==> src/pcm_port_pkg.sv <==
// constants for the pcm port timing, prescaler and power control block
package pcm_port_pkg;

  // serial word length on the transmit and receive lines
  localparam int unsigned WORD_BITS = 13;
  localparam logic [3:0] BIT_IDX_LAST = 4'hD;
  localparam logic [3:0] BIT_IDX_PENULT = 4'hC;
  localparam logic [3:0] BIT_IDX_FIRST = 4'h1;
  localparam logic [3:0] BIT_IDX_IDLE = 4'h0;

  // master clock edges per 125 us frame for the eight accepted rates
  localparam int unsigned RATE_COUNT = 8;
  localparam logic [9:0] MCLK_FRAME_COUNTS [RATE_COUNT] = '{
    10'h020,  // 256 kHz
    10'h040,  // 512 kHz
    10'h0C0,  // 1536 kHz
    10'h0C1,  // 1544 kHz
    10'h100,  // 2048 kHz
    10'h140,  // 2560 kHz
    10'h200,  // 4096 kHz
    10'h258   // 4800 kHz
  };
  localparam logic [9:0] FRAME_CNT_MAX = 10'h3FF;
  localparam logic [9:0] FRAME_CNT_ONE = 10'h001;

  // 256 kHz codec ticks per 8 kHz frame
  localparam logic [10:0] CODEC_TICKS_PER_FRAME = 11'h020;
  localparam logic [4:0] SAMPLE_PHASE_LAST = 5'h1F;
  localparam logic [4:0] SAMPLE_PHASE_ONE = 5'h01;

  // transmit frame syncs the output stays released after power-up
  localparam logic [1:0] GUARD_FRAMES = 2'h2;
  localparam logic [1:0] GUARD_ONE = 2'h1;

  // consecutive high falling-edge samples that mark a long frame sync
  localparam logic [1:0] LONG_SYNC_SAMPLES = 2'h2;
  localparam logic [1:0] SYNC_SAMPLE_ONE = 2'h1;

  // pin positions in the synchroniser vector
  localparam int unsigned PIN_COUNT = 7;
  localparam int unsigned PIN_MCLK = 6;
  localparam int unsigned PIN_TBC = 5;
  localparam int unsigned PIN_RBC = 4;
  localparam int unsigned PIN_TFS = 3;
  localparam int unsigned PIN_RFS = 2;
  localparam int unsigned PIN_RXD = 1;
  localparam int unsigned PIN_PUI = 0;

endpackage

==> src/pin_sync.sv <==
// two-flop synchroniser for a group of asynchronous pins
`timescale 1ns/100ps
module pin_sync #(
  parameter int unsigned WIDTH = 1
) (
  input  wire logic             clk,
  input  wire logic             rst,
  input  wire logic [WIDTH-1:0] d,
  output logic      [WIDTH-1:0] q
);

  logic [WIDTH-1:0] meta_r;

  // first stage feeds only the second stage
  always_ff @(posedge clk) begin
    if (rst) begin
      meta_r <= '0;
      q      <= '0;
    end else begin
      meta_r <= d;
      q      <= meta_r;
    end
  end

endmodule // pin_sync

==> src/pcm_port_clock_power_control.sv <==
// pcm serial port timing, master clock prescaler and power-state control
// Operation
// - accept eight master clock rates 256-4800 kHz
// - prescaler makes 256 kHz and 8 kHz ticks
// - division ratio measured against frame sync
// - both syncs low a frame: standby
// - power-up input low forces power-down
// - output released two frame syncs after power-up
// - transmit data changes on rising bit clock
// - receive data sampled on falling bit clock
// - long frame: first bit after later rise
// - long frame: release after later fall
// - short frame: release at falling within lsb
// - two high samples long, one short
`timescale 1ns/100ps
module pcm_port_clock_power_control (
  input  wire logic        clk,
  input  wire logic        rst,
  input  wire logic        master_clock,
  input  wire logic        tx_bit_clock,
  input  wire logic        rx_bit_clock,
  input  wire logic        tx_frame_sync,
  input  wire logic        rx_frame_sync,
  input  wire logic        rx_serial_in,
  input  wire logic        power_up_input,
  input  wire logic [12:0] tx_word,
  output logic             tx_serial_out,
  output logic             tx_serial_oe_n,
  output logic [12:0]      rx_word,
  output logic             rx_word_valid,
  output logic             codec_tick,
  output logic             sample_tick,
  output logic             rate_locked,
  output logic             long_frame,
  output logic             standby,
  output logic             powered_down
);

  logic [pcm_port_pkg::PIN_COUNT-1:0] pins_s;
  logic [pcm_port_pkg::PIN_COUNT-1:0] pins_d_r;
  logic mck_rise, tbc_rise, tbc_fall, rbc_fall, tfs_rise, rfs_rise;
  logic tbc_s, tfs_s, rfs_s, rxd_s;

  pin_sync #(
    .WIDTH (pcm_port_pkg::PIN_COUNT)
  ) u_pin_sync (
    .clk (clk),
    .rst (rst),
    .d   ({master_clock, tx_bit_clock, rx_bit_clock, tx_frame_sync,
           rx_frame_sync, rx_serial_in, power_up_input}),
    .q   (pins_s)
  );

  always_ff @(posedge clk) begin
    if (rst) begin
      pins_d_r <= '0;
    end else begin
      pins_d_r <= pins_s;
    end
  end

  assign tbc_s    = pins_s[pcm_port_pkg::PIN_TBC];
  assign tfs_s    = pins_s[pcm_port_pkg::PIN_TFS];
  assign rfs_s    = pins_s[pcm_port_pkg::PIN_RFS];
  assign rxd_s    = pins_s[pcm_port_pkg::PIN_RXD];
  assign mck_rise = pins_s[pcm_port_pkg::PIN_MCLK] & ~pins_d_r[pcm_port_pkg::PIN_MCLK];
  assign tbc_rise = tbc_s & ~pins_d_r[pcm_port_pkg::PIN_TBC];
  assign tbc_fall = ~tbc_s & pins_d_r[pcm_port_pkg::PIN_TBC];
  assign rbc_fall = ~pins_s[pcm_port_pkg::PIN_RBC] & pins_d_r[pcm_port_pkg::PIN_RBC];
  assign tfs_rise = tfs_s & ~pins_d_r[pcm_port_pkg::PIN_TFS];
  assign rfs_rise = rfs_s & ~pins_d_r[pcm_port_pkg::PIN_RFS];

  // ---------------- prescaler ----------------
  logic [9:0]  frame_cnt_r;
  logic [9:0]  mcount_r;
  logic [10:0] acc_r;
  logic [10:0] acc_sum;
  logic [4:0]  phase_r;
  logic        rate_match;

  // any of the eight table rates works, including one shared with the bit clock
  always_comb begin
    rate_match = 1'b0;
    for (int i = 0; i < pcm_port_pkg::RATE_COUNT; i++) begin
      if (frame_cnt_r == pcm_port_pkg::MCLK_FRAME_COUNTS[i]) begin
        rate_match = 1'b1;
      end
    end
  end

  // edges counted between transmit sync rises pick the ratio
  always_ff @(posedge clk) begin
    if (rst) begin
      frame_cnt_r <= '0;
      mcount_r    <= pcm_port_pkg::MCLK_FRAME_COUNTS[0];
      rate_locked <= 1'b0;
    end else if (tfs_rise) begin
      frame_cnt_r <= mck_rise ? pcm_port_pkg::FRAME_CNT_ONE : '0;
      if (rate_match) begin
        mcount_r    <= frame_cnt_r;
        rate_locked <= 1'b1;
      end
    end else if (mck_rise && frame_cnt_r != pcm_port_pkg::FRAME_CNT_MAX) begin
      frame_cnt_r <= frame_cnt_r + pcm_port_pkg::FRAME_CNT_ONE;
    end
  end

  // fractional accumulator keeps 1544 kHz exact at 32 ticks per frame
  assign acc_sum = acc_r + pcm_port_pkg::CODEC_TICKS_PER_FRAME;

  always_ff @(posedge clk) begin
    if (rst) begin
      acc_r       <= '0;
      phase_r     <= '0;
      codec_tick  <= 1'b0;
      sample_tick <= 1'b0;
    end else begin
      codec_tick  <= 1'b0;
      sample_tick <= 1'b0;
      if (tfs_rise) begin
        acc_r   <= '0;
        phase_r <= '0;
      end else if (mck_rise && rate_locked && !standby && !powered_down) begin
        if (acc_sum >= {1'b0, mcount_r}) begin
          acc_r       <= acc_sum - {1'b0, mcount_r};
          codec_tick  <= 1'b1;
          phase_r     <= phase_r + pcm_port_pkg::SAMPLE_PHASE_ONE;
          sample_tick <= (phase_r == pcm_port_pkg::SAMPLE_PHASE_LAST);
        end else begin
          acc_r <= acc_sum;
        end
      end
    end
  end

  // ---------------- power states ----------------
  logic [9:0] idle_cnt_r;
  logic [1:0] guard_r;
  logic       drive_ok;

  always_ff @(posedge clk) begin
    if (rst) begin
      powered_down <= 1'b1;
    end else begin
      powered_down <= ~pins_s[pcm_port_pkg::PIN_PUI];
    end
  end

  // idle count advances only on master edges, so a stopped clock never idles in
  always_ff @(posedge clk) begin
    if (rst) begin
      idle_cnt_r <= '0;
      standby    <= 1'b0;
    end else if (tfs_s || rfs_s) begin
      idle_cnt_r <= '0;
      standby    <= 1'b0;
    end else begin
      if (mck_rise && idle_cnt_r != pcm_port_pkg::FRAME_CNT_MAX) begin
        idle_cnt_r <= idle_cnt_r + pcm_port_pkg::FRAME_CNT_ONE;
      end
      if (rate_locked && idle_cnt_r >= mcount_r) begin
        standby <= 1'b1;
      end
    end
  end

  // guard window counted in transmit sync rises after wake-up
  always_ff @(posedge clk) begin
    if (rst || powered_down || standby) begin
      guard_r <= '0;
    end else if (tfs_rise && guard_r != pcm_port_pkg::GUARD_FRAMES) begin
      guard_r <= guard_r + pcm_port_pkg::GUARD_ONE;
    end
  end

  assign drive_ok = (guard_r == pcm_port_pkg::GUARD_FRAMES) && !powered_down && !standby;

  // ---------------- sync length classification ----------------
  logic [1:0] tfs_hi_r, rfs_hi_r;
  logic       rx_long_r;

  // mode for a frame comes from the previous sync pulse
  always_ff @(posedge clk) begin
    if (rst) begin
      tfs_hi_r   <= '0;
      long_frame <= 1'b0;
    end else if (tbc_fall) begin
      if (tfs_s) begin
        if (tfs_hi_r != pcm_port_pkg::LONG_SYNC_SAMPLES) begin
          tfs_hi_r <= tfs_hi_r + pcm_port_pkg::SYNC_SAMPLE_ONE;
        end
      end else begin
        tfs_hi_r <= '0;
        if (tfs_hi_r != '0) begin
          long_frame <= (tfs_hi_r == pcm_port_pkg::LONG_SYNC_SAMPLES);
        end
      end
    end
  end

  always_ff @(posedge clk) begin
    if (rst) begin
      rfs_hi_r  <= '0;
      rx_long_r <= 1'b0;
    end else if (rbc_fall) begin
      if (rfs_s) begin
        if (rfs_hi_r != pcm_port_pkg::LONG_SYNC_SAMPLES) begin
          rfs_hi_r <= rfs_hi_r + pcm_port_pkg::SYNC_SAMPLE_ONE;
        end
      end else begin
        rfs_hi_r <= '0;
        if (rfs_hi_r != '0) begin
          rx_long_r <= (rfs_hi_r == pcm_port_pkg::LONG_SYNC_SAMPLES);
        end
      end
    end
  end

  // ---------------- transmit shifter ----------------
  logic [12:0] tx_sh_r;
  logic [3:0]  tx_idx_r;
  logic        tx_pend_r, tx_lsb_done_r;

  always_ff @(posedge clk) begin
    if (rst || !drive_ok) begin
      tx_sh_r        <= '0;
      tx_idx_r       <= pcm_port_pkg::BIT_IDX_IDLE;
      tx_pend_r      <= 1'b0;
      tx_lsb_done_r  <= 1'b0;
      tx_serial_out  <= 1'b0;
      tx_serial_oe_n <= 1'b1;
    end else if (tfs_rise && long_frame) begin
      tx_lsb_done_r <= 1'b0;
      if (tbc_s) begin
        tx_serial_out  <= tx_word[pcm_port_pkg::WORD_BITS-1];
        tx_serial_oe_n <= 1'b0;
        tx_sh_r        <= tx_word << 1;
        tx_idx_r       <= pcm_port_pkg::BIT_IDX_FIRST;
        tx_pend_r      <= 1'b0;
      end else begin
        tx_sh_r   <= tx_word;
        tx_pend_r <= 1'b1;
      end
    end else if (tbc_fall && tfs_s && tfs_hi_r == '0 && !long_frame) begin
      tx_sh_r       <= tx_word;
      tx_pend_r     <= 1'b1;
      tx_lsb_done_r <= 1'b0;
    end else if (tbc_rise && (tx_pend_r || (tx_idx_r != pcm_port_pkg::BIT_IDX_IDLE &&
                                            tx_idx_r != pcm_port_pkg::BIT_IDX_LAST))) begin
      tx_serial_out  <= tx_sh_r[pcm_port_pkg::WORD_BITS-1];
      tx_serial_oe_n <= 1'b0;
      tx_sh_r        <= tx_sh_r << 1;
      tx_idx_r       <= tx_pend_r ? pcm_port_pkg::BIT_IDX_FIRST : tx_idx_r + 4'h1;
      tx_pend_r      <= 1'b0;
    end else if (tbc_fall && tx_idx_r == pcm_port_pkg::BIT_IDX_LAST) begin
      if (!long_frame || !tfs_s) begin
        tx_serial_oe_n <= 1'b1;
        tx_idx_r       <= pcm_port_pkg::BIT_IDX_IDLE;
      end else begin
        tx_lsb_done_r <= 1'b1;
      end
    end else if (tx_lsb_done_r && !tfs_s) begin
      tx_serial_oe_n <= 1'b1;
      tx_idx_r       <= pcm_port_pkg::BIT_IDX_IDLE;
      tx_lsb_done_r  <= 1'b0;
    end
  end

  // ---------------- receive shifter ----------------
  logic [12:0] rx_sh_r;
  logic [3:0]  rx_idx_r;
  logic        rx_arm_r, rx_take;

  assign rx_take = rbc_fall && !powered_down && !standby &&
                   ((rfs_s && rfs_hi_r == '0 && rx_long_r) || rx_arm_r ||
                    rx_idx_r != pcm_port_pkg::BIT_IDX_IDLE);

  always_ff @(posedge clk) begin
    if (rst) begin
      rx_sh_r       <= '0;
      rx_idx_r      <= pcm_port_pkg::BIT_IDX_IDLE;
      rx_arm_r      <= 1'b0;
      rx_word       <= '0;
      rx_word_valid <= 1'b0;
    end else begin
      rx_word_valid <= 1'b0;
      if (rx_take) begin
        rx_sh_r  <= {rx_sh_r[11:0], rxd_s};
        rx_arm_r <= 1'b0;
        if (rx_idx_r == pcm_port_pkg::BIT_IDX_PENULT) begin
          rx_word       <= {rx_sh_r[11:0], rxd_s};
          rx_word_valid <= 1'b1;
          rx_idx_r      <= pcm_port_pkg::BIT_IDX_IDLE;
        end else begin
          rx_idx_r <= rx_idx_r + 4'h1;
        end
      end else if (rbc_fall && rfs_s && rfs_hi_r == '0 && !rx_long_r) begin
        rx_arm_r <= 1'b1;
      end
    end
  end

  // ---------------- checks ----------------
  a_powerdown_hiz: assert property (@(posedge clk) disable iff (rst)
    powered_down |=> tx_serial_oe_n)
    else $error("output driven during power-down");

  a_standby_hiz: assert property (@(posedge clk) disable iff (rst)
    standby |=> tx_serial_oe_n)
    else $error("output driven during standby");

  a_guard_hiz: assert property (@(posedge clk) disable iff (rst)
    (guard_r != pcm_port_pkg::GUARD_FRAMES) |=> tx_serial_oe_n)
    else $error("output driven inside guard frames");

  a_tx_change_edge: assert property (@(posedge clk) disable iff (rst)
    (!tx_serial_oe_n && $changed(tx_serial_out)) |-> $past(tbc_rise) || $past(tfs_rise))
    else $error("transmit data changed off a rising edge");

  a_release_edge: assert property (@(posedge clk) disable iff (rst)
    $rose(tx_serial_oe_n) |-> $past(tbc_fall) || $past(!tfs_s) || $past(!drive_ok))
    else $error("output released without a falling edge");

  a_rx_on_fall: assert property (@(posedge clk) disable iff (rst)
    $changed(rx_idx_r) |-> $past(rbc_fall))
    else $error("receive bit taken off a falling edge");

  a_long_classify: assert property (@(posedge clk) disable iff (rst)
    (tbc_fall && !tfs_s && tfs_hi_r == pcm_port_pkg::LONG_SYNC_SAMPLES) |=> long_frame)
    else $error("long sync not classified as long");

  a_standby_entry: assert property (@(posedge clk) disable iff (rst)
    (rate_locked && !tfs_s && !rfs_s && idle_cnt_r >= mcount_r) ##1 (!tfs_s && !rfs_s) |-> standby)
    else $error("standby not entered after idle frame");

  a_sample_on_tick: assert property (@(posedge clk) disable iff (rst)
    sample_tick |-> codec_tick && $past(phase_r) == pcm_port_pkg::SAMPLE_PHASE_LAST)
    else $error("sample tick not on 32nd codec tick");

  a_rate_table: assert property (@(posedge clk) disable iff (rst)
    (tfs_rise && rate_match) |=> mcount_r == $past(frame_cnt_r) && rate_locked)
    else $error("measured rate not adopted");

endmodule // pcm_port_clock_power_control

==> config.mk <==
export PLATFORM = sky130hd
export DESIGN_NAME = pcm_port_clock_power_control
export DESIGN_NICKNAME = d
export VERILOG_FILES = /design/src/pcm_port_pkg.sv /design/src/pin_sync.sv /design/src/pcm_port_clock_power_control.sv
export SDC_FILE = /design/constraint.sdc
export NUM_CORES = 1
export LEC_CHECK = 0
export BUFFER_PORTS_ARGS = -buffer_cell sky130_fd_sc_hd__buf_2
export CELL_PAD_IN_SITES_DETAIL_PLACEMENT = 2
export CELL_PAD_IN_SITES_GLOBAL_PLACEMENT = 2
export CORE_MARGIN = 4
export CORE_UTILIZATION = 37
export DETAILED_ROUTE_END_ITERATION = 16
export PLACE_DENSITY_LB_ADDON = 0.1
export SLEW_MARGIN = 20
export SYNTH_ARGS = -nofsm -noshare
export SYNTH_HDL_FRONTEND = slang
export SYNTH_SLANG_ARGS = --single-unit
==> constraint.sdc <==
create_clock -name clk -period 2.7 [get_ports clk]
set_input_delay 0.27 -clock clk [delete_from_list [all_inputs] [get_ports clk]]
set_output_delay 0.27 -clock clk [all_outputs]
set_load 0.01 [all_outputs]
==> impl_metrics.toml, run 1 <==
[final_layout]
design_area_mm2 = 0.00746
final_cell_mix = "126 x dfxtp_1, 88 x nor2_1, 50 x nand2_1, 50 x a21oi_1, 43 x buf_2"
layout_commonest_cell = "dfxtp_1"
drive_above_1_share_pct = 15.7
antenna_cells = 0
nets = 826
post-route-util_pct = 45.0
stdcell_count = 999
area_delta_synth_final_pct = 19.4

[floorplan]
die_h_um = 138
start_util_pct = 37.7
die_w_um = 138
design.core.area_mm2 = 0.0166
rows = 47
num_io_pins = 44
die_area_mm2 = 0.0190

[place]
dp_cells = 961
portBuffers = 43
routabilityCongestion = 0.828
placed_area_mm2 = 0.00674
dpl.hpwl_mm = 13.1

[cts]
cts.sinks = 129
cts.reportedPaths.clkPinSlew_ns = 0.06
clock_latency_ns = 0.43
cts_hold_buf = 0
cts-root-buf = "clkbuf_16"
clockBufferDepth = 2
cts_tree = "built"
cts-htree-levels = 4
cts_buffers = 17

[routing]
drcViolationCount = 0
via_count = 5437
drt-met1-wl_mm = 8.25
dr_wl_met2_mm = 9.85
ant_nets = 0
wl_met3_um = 378
via_per_inst = 5.44
wl_per_cell_um = 18.8
routed_wl_mm = 18.8
routed.top_layer = "met4"
first_iter_violations = 192
drt_pass1_iterations = 4

[timing]
finalCriticalPeriod_ns = 2.67
finalCritPeriodShare_pct = 98.7
setup_viol = 0
fin_hold_ws_ns = 0.0462
tightestPinTransition_ns = 0.990
final_max_slew_viol_count = 0
slew_headroom_pct = 33.9
hold_viol = 0
clock.fmax_ghz = 0.375
clock_skew_ns = 0.0144

[setup_path]
end_kind = "register"
arrival_ns = 3.01
required_ns = 3.05
critPathMaxFanout = 8
critPathLaunchType = "register"
crit_type = "register to register"
r2r_cells = 10

[power]
p_per_area_mw_per_mm2 = 595
swShare_pct = 23.0
sequentialPowerShare_pct = 43.4
power_switching_uw = 1020
peakVddDrop_mv = 0.448
combPwrFrac_pct = 2.3
power_frac_clock_pct = 54.4
leakagePower_uw = 0.00289
internal-power_uw = 3420

[logic_synthesis]
synthCells = 714
synthArstFlopShare_pct = 0
yosysWarnings = 0
avgSynthCellArea_um2 = 8.75
seq_area_frac_synth_pct = 41.3
ys.flop_type = "dfxtp_1"
yosys_register_bits = 129
synth_fp_nets = 774
synth_edf_count = 0
post_synth_instance_area_mm2 = 0.00625
ys_types = 72

[hold_path]
hold_path_class = "input pin to register"
min_path_cells = 2

[global_route]
grt.total_usage_pct = 20.2
grt.overflow.total = 0
grt_pass1_wl_mm = 30.2
antenna_found_initial = 0
grt_pass1_vias = 5994
grt_max_degree = 30

[job]
maxCapViolations = 0

[run_status]
status = "finished, final reports clean"
[per-layer routing]
| layer | global-route usage (%) | up-vias |
|---|---|---|
| li1 | - | 2642 |
| met1 | 23.9 | 2712 |
| met2 | 37.0 | 57 |
| met3 | 3.59 | 26 |
| met4 | 6.04 | 0 |
| met5 | 0 | - |
[layout make-up]
class / count / area (um^2)
clock buffer: 18 / 429
timing repair buffer: 66 / 400
clock inverter: 14 / 179
inverter: 32 / 120
sequential: 129 / 2590
multi-input combinational: 520 / 3470
tap: 220 / 275
fill: 1876 / 9120
[cell families after synthesis]
group           share of synthesized area (%)
fa+ha+maj                                7.73
xor+xnor                                 3.50
simple gates                             21.6
compound gates                           17.3
buf+inv                                  4.26
mux                                      4.34
flops                                    41.3
[through the flow]
step | total power [uW] | TNS, ns | worst slack (ns)
after floorplan | 2020 | 0 | 0.198
after global placement | 2070 | 0 | 0.0916
after detailed placement | 2070 | -0.377 | -0.0896
after CTS | 4490 | -0.144 | -0.0301
after global routing | 4600 | -0.185 | -0.0762
final | 4440 | 0 | 0.0340
[timing repair]
item,in CTS,in global routing
endpoints found under the setup margin,11,17
pin swaps,1,2
gates resized for setup,3,11
gates cloned,0,0
setup buffers,2,4
[synth_stat cells, types with 14 or more instances]
cell type	number	area share, %
nand2_1	50	3.0
nor2b_1	23	2.3
a22o_1	14	2.0
xnor2_1	14	2.0
inv_1	32	1.9
dfxtp_1	129	41
clkbuf_1	18	1.1
o21ai_0	21	1.7
or3_1	22	2.2
ha_1	37	7.4
mux2i_1	26	4.2
nor3_1	15	1.2
nand3_1	23	1.8
nor2_1	88	5.3
a21oi_1	52	4.2
[worst max-delay path: stages (launching register included)]
cell and delay [ns]:
dfxtp_2 0.38, ha_4 0.17, nand3_2 0.12, xnor2_2 0.19
ha_4 0.31, nand3_2 0.11, or3_4 0.40, nand4_4 0.14
a21oi_4 0.07, or4b_1 0.53, a31oi_1 0.16
[final timing paths]
kind	from	slack, ns	endpoint
worst min-delay path	rx_serial_in	0.05	u_pin_sync.meta_r[1]
worst min register to register	u_pin_sync.q[0]	0.39	powered_down
worst max-delay path	acc_r[5]	0.03	acc_r[5]
worst max register to register	acc_r[5]	0.03	acc_r[5]
[power groups by stage]
| stage | Sequential (uW) | Clock (uW) | Combinational [uW] |
|---|---|---|---|
| 4_1_cts | 1930 | 2460 | 103 |
| 2_1_floorplan | 1960 | 0 | 60.5 |
| 3_3_place_gp | 1970 | 0 | 95.5 |
| 3_5_place_dp | 1970 | 0 | 101 |
| 6_report | 1930 | 2420 | 100 |
| 5_1_grt | 1930 | 2560 | 112 |
[flip-flops by register name, indices dropped and copies added (netlist names), 2 cells and up]
register,count
u_pin_sync.meta_r,7
pins_d_r,4
acc_r,11
tx_idx_r,4
rx_word,13
tfs_hi_r,2
frame_cnt_r,10
rfs_hi_r,2
tx_sh_r,13
rx_sh_r,12
mcount_r,10
idle_cnt_r,10
guard_r,2
phase_r,5
rx_idx_r,4
u_pin_sync.q,7
(Power assumes the default switching activity.)
==> run 2: changes to the inputs <==
--- a/config.mk
+++ b/config.mk
@@ -8,7 +8,6 @@
 export BUFFER_PORTS_ARGS = -buffer_cell sky130_fd_sc_hd__buf_2
 export CELL_PAD_IN_SITES_DETAIL_PLACEMENT = 2
 export CELL_PAD_IN_SITES_GLOBAL_PLACEMENT = 2
-export CORE_MARGIN = 4
 export CORE_UTILIZATION = 37
 export DETAILED_ROUTE_END_ITERATION = 16
 export PLACE_DENSITY_LB_ADDON = 0.1
==> run 2 against run 1 <==
Net effect:
- die area fell by 8.5%
- worst hold slack improved by 0.011 ns
- count of clock-buffer cells in the layout fell by 1
- flip-flop and latch count did not move
- sequential power barely moved
- clock skew fell by 0.0055 ns
- power fell by 4.8%
- core utilization rose by 0.077 points
- global-route usage rose by 1.7 points
- register-to-register slack barely moved
- fmax fell by 0.24%
- critical endpoint unchanged
- largest power group unchanged
==> impl_metrics.toml, run 2 (synthesized netlist as in run 1, its figures left out) <==
[cts]
cts-root-buf = "clkbuf_16"
cts.sinks = 129
cts-htree-levels = 4
clock_latency_ns = 0.42
cts_buffers = 17
cts_tree = "built"
cts.reportedPaths.clkPinSlew_ns = 0.06
clockBufferDepth = 2
cts_hold_buf = 0

[floorplan]
start_util_pct = 37.8
design.core.area_mm2 = 0.0165
die_h_um = 132
rows = 47
die_area_mm2 = 0.0174
num_io_pins = 44
die_w_um = 132

[timing]
slew_headroom_pct = 33.3
finalCriticalPeriod_ns = 2.67
clock_skew_ns = 0.00889
clock.fmax_ghz = 0.374
setup_viol = 0
tns_ns = 0
finalCritPeriodShare_pct = 99.0
final_max_slew_viol_count = 0
tightestPinTransition_ns = 0.999
hold_viol = 0

[final_layout]
multi_input_area_mm2 = 0.00350
biggestRegsByFlops = "rx_word x13, tx_sh_r x13, rx_sh_r x12"
layout_commonest_cell = "dfxtp_1"
area_delta_synth_final_pct = 19.2
drive_above_1_share_pct = 16.2
nFillCells = 1835
final_cell_mix = "126 x dfxtp_1, 88 x nor2_1, 50 x nand2_1"
design_area_mm2 = 0.00745
ff_latch_area_mm2 = 0.00259
nets = 827
antenna_cells = 0

[power]
total_power_uw = 4230
combPwrFrac_pct = 2.4
sequentialPowerShare_pct = 45.5
internal-power_uw = 3170
p_per_area_mw_per_mm2 = 568
peakVddDrop_mv = 0.536
power_frac_clock_pct = 52.1
swShare_pct = 25.1
power_switching_uw = 1060
leakagePower_uw = 0.00287

[routing]
first_iter_violations = 173
wl_per_cell_um = 18.3
drt_pass1_iterations = 6
routed_wl_mm = 18.3
via_count = 5412
ant_nets = 0
drcViolationCount = 0
via_per_inst = 5.41

[run_status]
status = "finished, final reports clean"

[setup_path]
critPathMaxFanout = 5
crit_type = "register to register"
critPathLaunchType = "register"
end_kind = "register"
arrival_ns = 2.99
required_ns = 3.02

[global_route]
antenna_found_initial = 0
grt_pass1_wl_mm = 30.2
grt.overflow.total = 0
grt_pass1_vias = 5992
grt.total_usage_pct = 21.9
grt_max_degree = 35

[hold_path]
hold_path_class = "input pin to register"

[job]
maxCapViolations = 0

[place]
portBuffers = 43
placed_area_mm2 = 0.00675
dpl.hpwl_mm = 12.9
routabilityCongestion = 0.794
run 2: changes by cell type in the layout (fill, tap and decap cells not counted), sizes merged:
cell,change
clkbuf,-1
clkinv,-3
a21oi,+1
bufinv,-3
clkinvlp,+3
inv,+4
run 2: worst paths after layout:
check / startpoint / to / slack (ns) / cells after the start
max: acc_r[6] / acc_r[5] / 0.03 / 10
min: power_up_input / u_pin_sync.meta_r[0] / 0.06 / 2
max reg2reg: acc_r[6] / acc_r[5] / 0.03 / 10
min reg2reg: u_pin_sync.q[0] / powered_down / 0.39 / 1
run 2: area by class of cell:
type / count / area share [%]
clock buffer: 17 / 5.71
clock inverter: 15 / 1.91
inverter: 32 / 1.61
multi-input combinational: 521 / 47.0
sequential: 129 / 34.7
tap: 220 / 3.69
timing repair buffer: 66 / 5.37
run 2: what timing repair did:
action,4_1_cts,5_1_grt
buffers inserted,1,4
resized for setup,7,12
gates cloned,0,1
pin swaps,1,4
hold endpoints to repair,0,0
endpoints found under the setup margin,10,12
run 2: critical path: stages (launching register included):
cell	delay (ns)
dfxtp_4	0.36
ha_4	0.16
buf_4	0.14
xor2_1	0.15
ha_1	0.33
nand3_2	0.09
or3_4	0.35
nand4_4	0.16
a21oi_4	0.07
or4b_1	0.55
a31oi_1	0.21
run 2: power groups by stage:
stage | combinational, uW | sequential (uW) | clock, uW
2_1_floorplan | 60.5 | 1960 | 0
3_3_place_gp | 98.5 | 1970 | 0
3_5_place_dp | 103 | 1970 | 0
4_1_cts | 104 | 1930 | 2250
5_1_grt | 113 | 1930 | 2340
6_report | 102 | 1930 | 2200
run 2: through the flow:
step | util, % | setup WS, ns | instances | hold slack [ns]
6_report | 45.1 | 0.0276 | 1000 | 0.0572
5_1_grt | 45.1 | -0.00999 | 1000 | 0.0479
4_1_cts | 44.5 | 0.0223 | 995 | 0.0393
3_5_place_dp | 40.8 | -0.0829 | 962 | 0.376
3_3_place_gp | 40.8 | 0.0946 | 962 | 0.367
2_1_floorplan | - | 0.198 | 714 | 0.356
run 2: routing by layer:
metal  vias to the layer above  track usage (%)  part of all wire (%)
met5                         -                0                     0
met4                         0             7.36                   1.5
met3                        21             3.88                   1.9
met2                        50             39.9                    51
met1                      2697             25.7                    45
li1                       2644                -                     -
==> run 3: changes to the inputs <==
--- a/config.mk
+++ b/config.mk
@@ -10,7 +10,7 @@
 export CELL_PAD_IN_SITES_GLOBAL_PLACEMENT = 2
 export CORE_UTILIZATION = 37
 export DETAILED_ROUTE_END_ITERATION = 16
-export PLACE_DENSITY_LB_ADDON = 0.1
+export PLACE_DENSITY = 0.89
 export SLEW_MARGIN = 20
 export SYNTH_ARGS = -nofsm -noshare
 export SYNTH_HDL_FRONTEND = slang
==> run 3 against run 2 <==
Net effect:
- critical endpoint is now acc_r[3]
- sequential power barely moved
- clock skew rose by 0.0019 ns
- the run now ends with negative setup slack left
- largest power group unchanged
- register-to-register slack got worse by 0.03 ns
- largest cell class unchanged
- critical path type unchanged
- combinational power rose by 11%
- count of clock-buffer cells in the layout did not move
==> impl_metrics.toml, run 3 (synthesized netlist as in run 1, its figures left out) <==
[cts]
clock_latency_ns = 0.44
cts_hold_buf = 0
cts-root-buf = "clkbuf_16"
cts_tree = "built"
cts_buffers = 17
clockBufferDepth = 2
cts.reportedPaths.clkPinSlew_ns = 0.07
cts-htree-levels = 4
cts.sinks = 129

[routing]
routed_wl_mm = 24.9
routed.top_layer = "met4"
wl_per_cell_um = 24.7
via_count = 5948
first_iter_violations = 313
ant_nets = 0
drt_pass1_iterations = 4
drcViolationCount = 0
via_per_inst = 5.91
drt-met1-wl_mm = 10.1
dr_wl_met2_mm = 13.0
wl_met3_um = 959

[setup_path]
reg2reg_slack_ns = -0.007
r2r-start = "acc_r[6]"
arrival_ns = 3.07
critPathLaunchType = "register"
crit_type = "register to register"
end_kind = "register"
r2r_cells = 11
r2r_end = "acc_r[3]"
required_ns = 3.06
critPathMaxFanout = 5

[global_route]
grt.overflow.total = 0
grt_pass1_vias = 6680
grt_max_degree = 30
grt.total_usage_pct = 27.9
grt_pass1_wl_mm = 37.2
antenna_found_initial = 0

[hold_path]
min_to = "u_pin_sync.meta_r[2]"
hold_path_class = "input pin to register"
min_path_cells = 2
hp-start = "rx_frame_sync"

[power]
peakVddDrop_mv = 0.549
combPwrFrac_pct = 2.5
sequentialPowerShare_pct = 42.6
power_frac_clock_pct = 54.9
p_per_area_mw_per_mm2 = 596
swShare_pct = 25.6
internal-power_uw = 3360
power_switching_uw = 1160
leakagePower_uw = 0.00296

[place]
portBuffers = 43
dp_cells = 969
dpl.hpwl_mm = 14.0
routabilityCongestion = 0.831

[floorplan]
die_h_um = 132
start_util_pct = 37.8
die_area_mm2 = 0.0174
num_io_pins = 44
design.core.area_mm2 = 0.0165
die_w_um = 132
rows = 47

[timing]
setup_viol = 1
clock_skew_ns = 0.0108
finalCritPeriodShare_pct = 100
slew_headroom_pct = 32.2
finalCriticalPeriod_ns = 2.71
tightestPinTransition_ns = 1.01
hold_viol = 0
tns_ns = -0.00715
final_max_slew_viol_count = 0
clock.fmax_ghz = 0.369
setup_ws_ns = -0.00715

[final_layout]
area_delta_synth_final_pct = 21.5
stdcell_count = 1007
nets = 834
biggestRegsByFlops = "rx_word x13, tx_sh_r x13, rx_sh_r x12"
layout_commonest_cell = "dfxtp_1"
antenna_cells = 0
drive_above_1_share_pct = 17.8
nFillCells = 1729
post-route-util_pct = 45.9
final_cell_mix = "125 x dfxtp_1, 87 x nor2_1, 50 x nand2_1"

[run_status]
violations = "negative setup slack"
status = "finished with violations"

[job]
maxCapViolations = 0
run 3: per-stage QoR:
step                      worst slack, ns  total power (uW)  hold WS, ns  cell area [um^2]
after CTS                        -0.00385              4560       0.0361              7460
final                            -0.00715              4520       0.0482              7590
after detailed placement          -0.0767              2070        0.368              6800
after global routing              -0.0455              4630       0.0693              7590
after global placement              0.118              2060        0.364              6800
after floorplan                     0.198              2020        0.356              6250
run 3: cell type report:
cell class / instances / area [um^2] / share of cell area (%)
clock buffer: 17 / 425 / 5.60
clock inverter: 15 / 188 / 2.47
inverter: 32 / 120 / 1.58
multi-input combinational: 521 / 3540 / 46.6
sequential: 129 / 2590 / 34.1
tap: 220 / 275 / 3.63
timing repair buffer: 73 / 453 / 5.97
run 3: worst max-delay path, cell delays in order, from the launching register on:
cell	delay (ns)
dfxtp_4	0.37
buf_4	0.14
nand3_4	0.09
xnor2_2	0.16
ha_1	0.36
a21o_1	0.20
a21oi_2	0.25
nand4_4	0.20
a21oi_4	0.32
buf_4	0.19
o21ai_0	0.15
a21oi_2	0.19
run 3: worst max path at each step:
| stage | from | to | slack [ns] |
|---|---|---|---|
| after global routing | acc_r[6] | acc_r[5] | -0.05 |
| after global placement | acc_r[6] | acc_r[3] | 0.12 |
| after CTS | acc_r[5] | phase_r[3] | -0.004 |
| after detailed placement | acc_r[6] | acc_r[5] | -0.08 |
| after floorplan | acc_r[5] | acc_r[3] | 0.20 |
| final | acc_r[6] | acc_r[3] | -0.007 |
run 3: metal layers:
metal,vias to the layer above,global-route usage [%]
met5,-,0
met4,0,13.4
met3,70,5.19
met2,191,51.1
met1,3022,30.9
li1,2665,-
run 3: what timing repair did:
item,CTS,global route
gates resized for setup,9,19
endpoints found under the setup margin,29,15
setup buffers,2,3
gates cloned,0,1
pin swaps,1,9
run 3: power groups by stage:
stage / sequential [uW] / combinational [uW] / clock (uW)
global placement: 1970 / 96.0 / 0
global route: 1930 / 121 / 2580
finish: 1930 / 113 / 2480
floorplan: 1960 / 60.5 / 0
detailed placement: 1970 / 104 / 0
CTS: 1930 / 111 / 2520
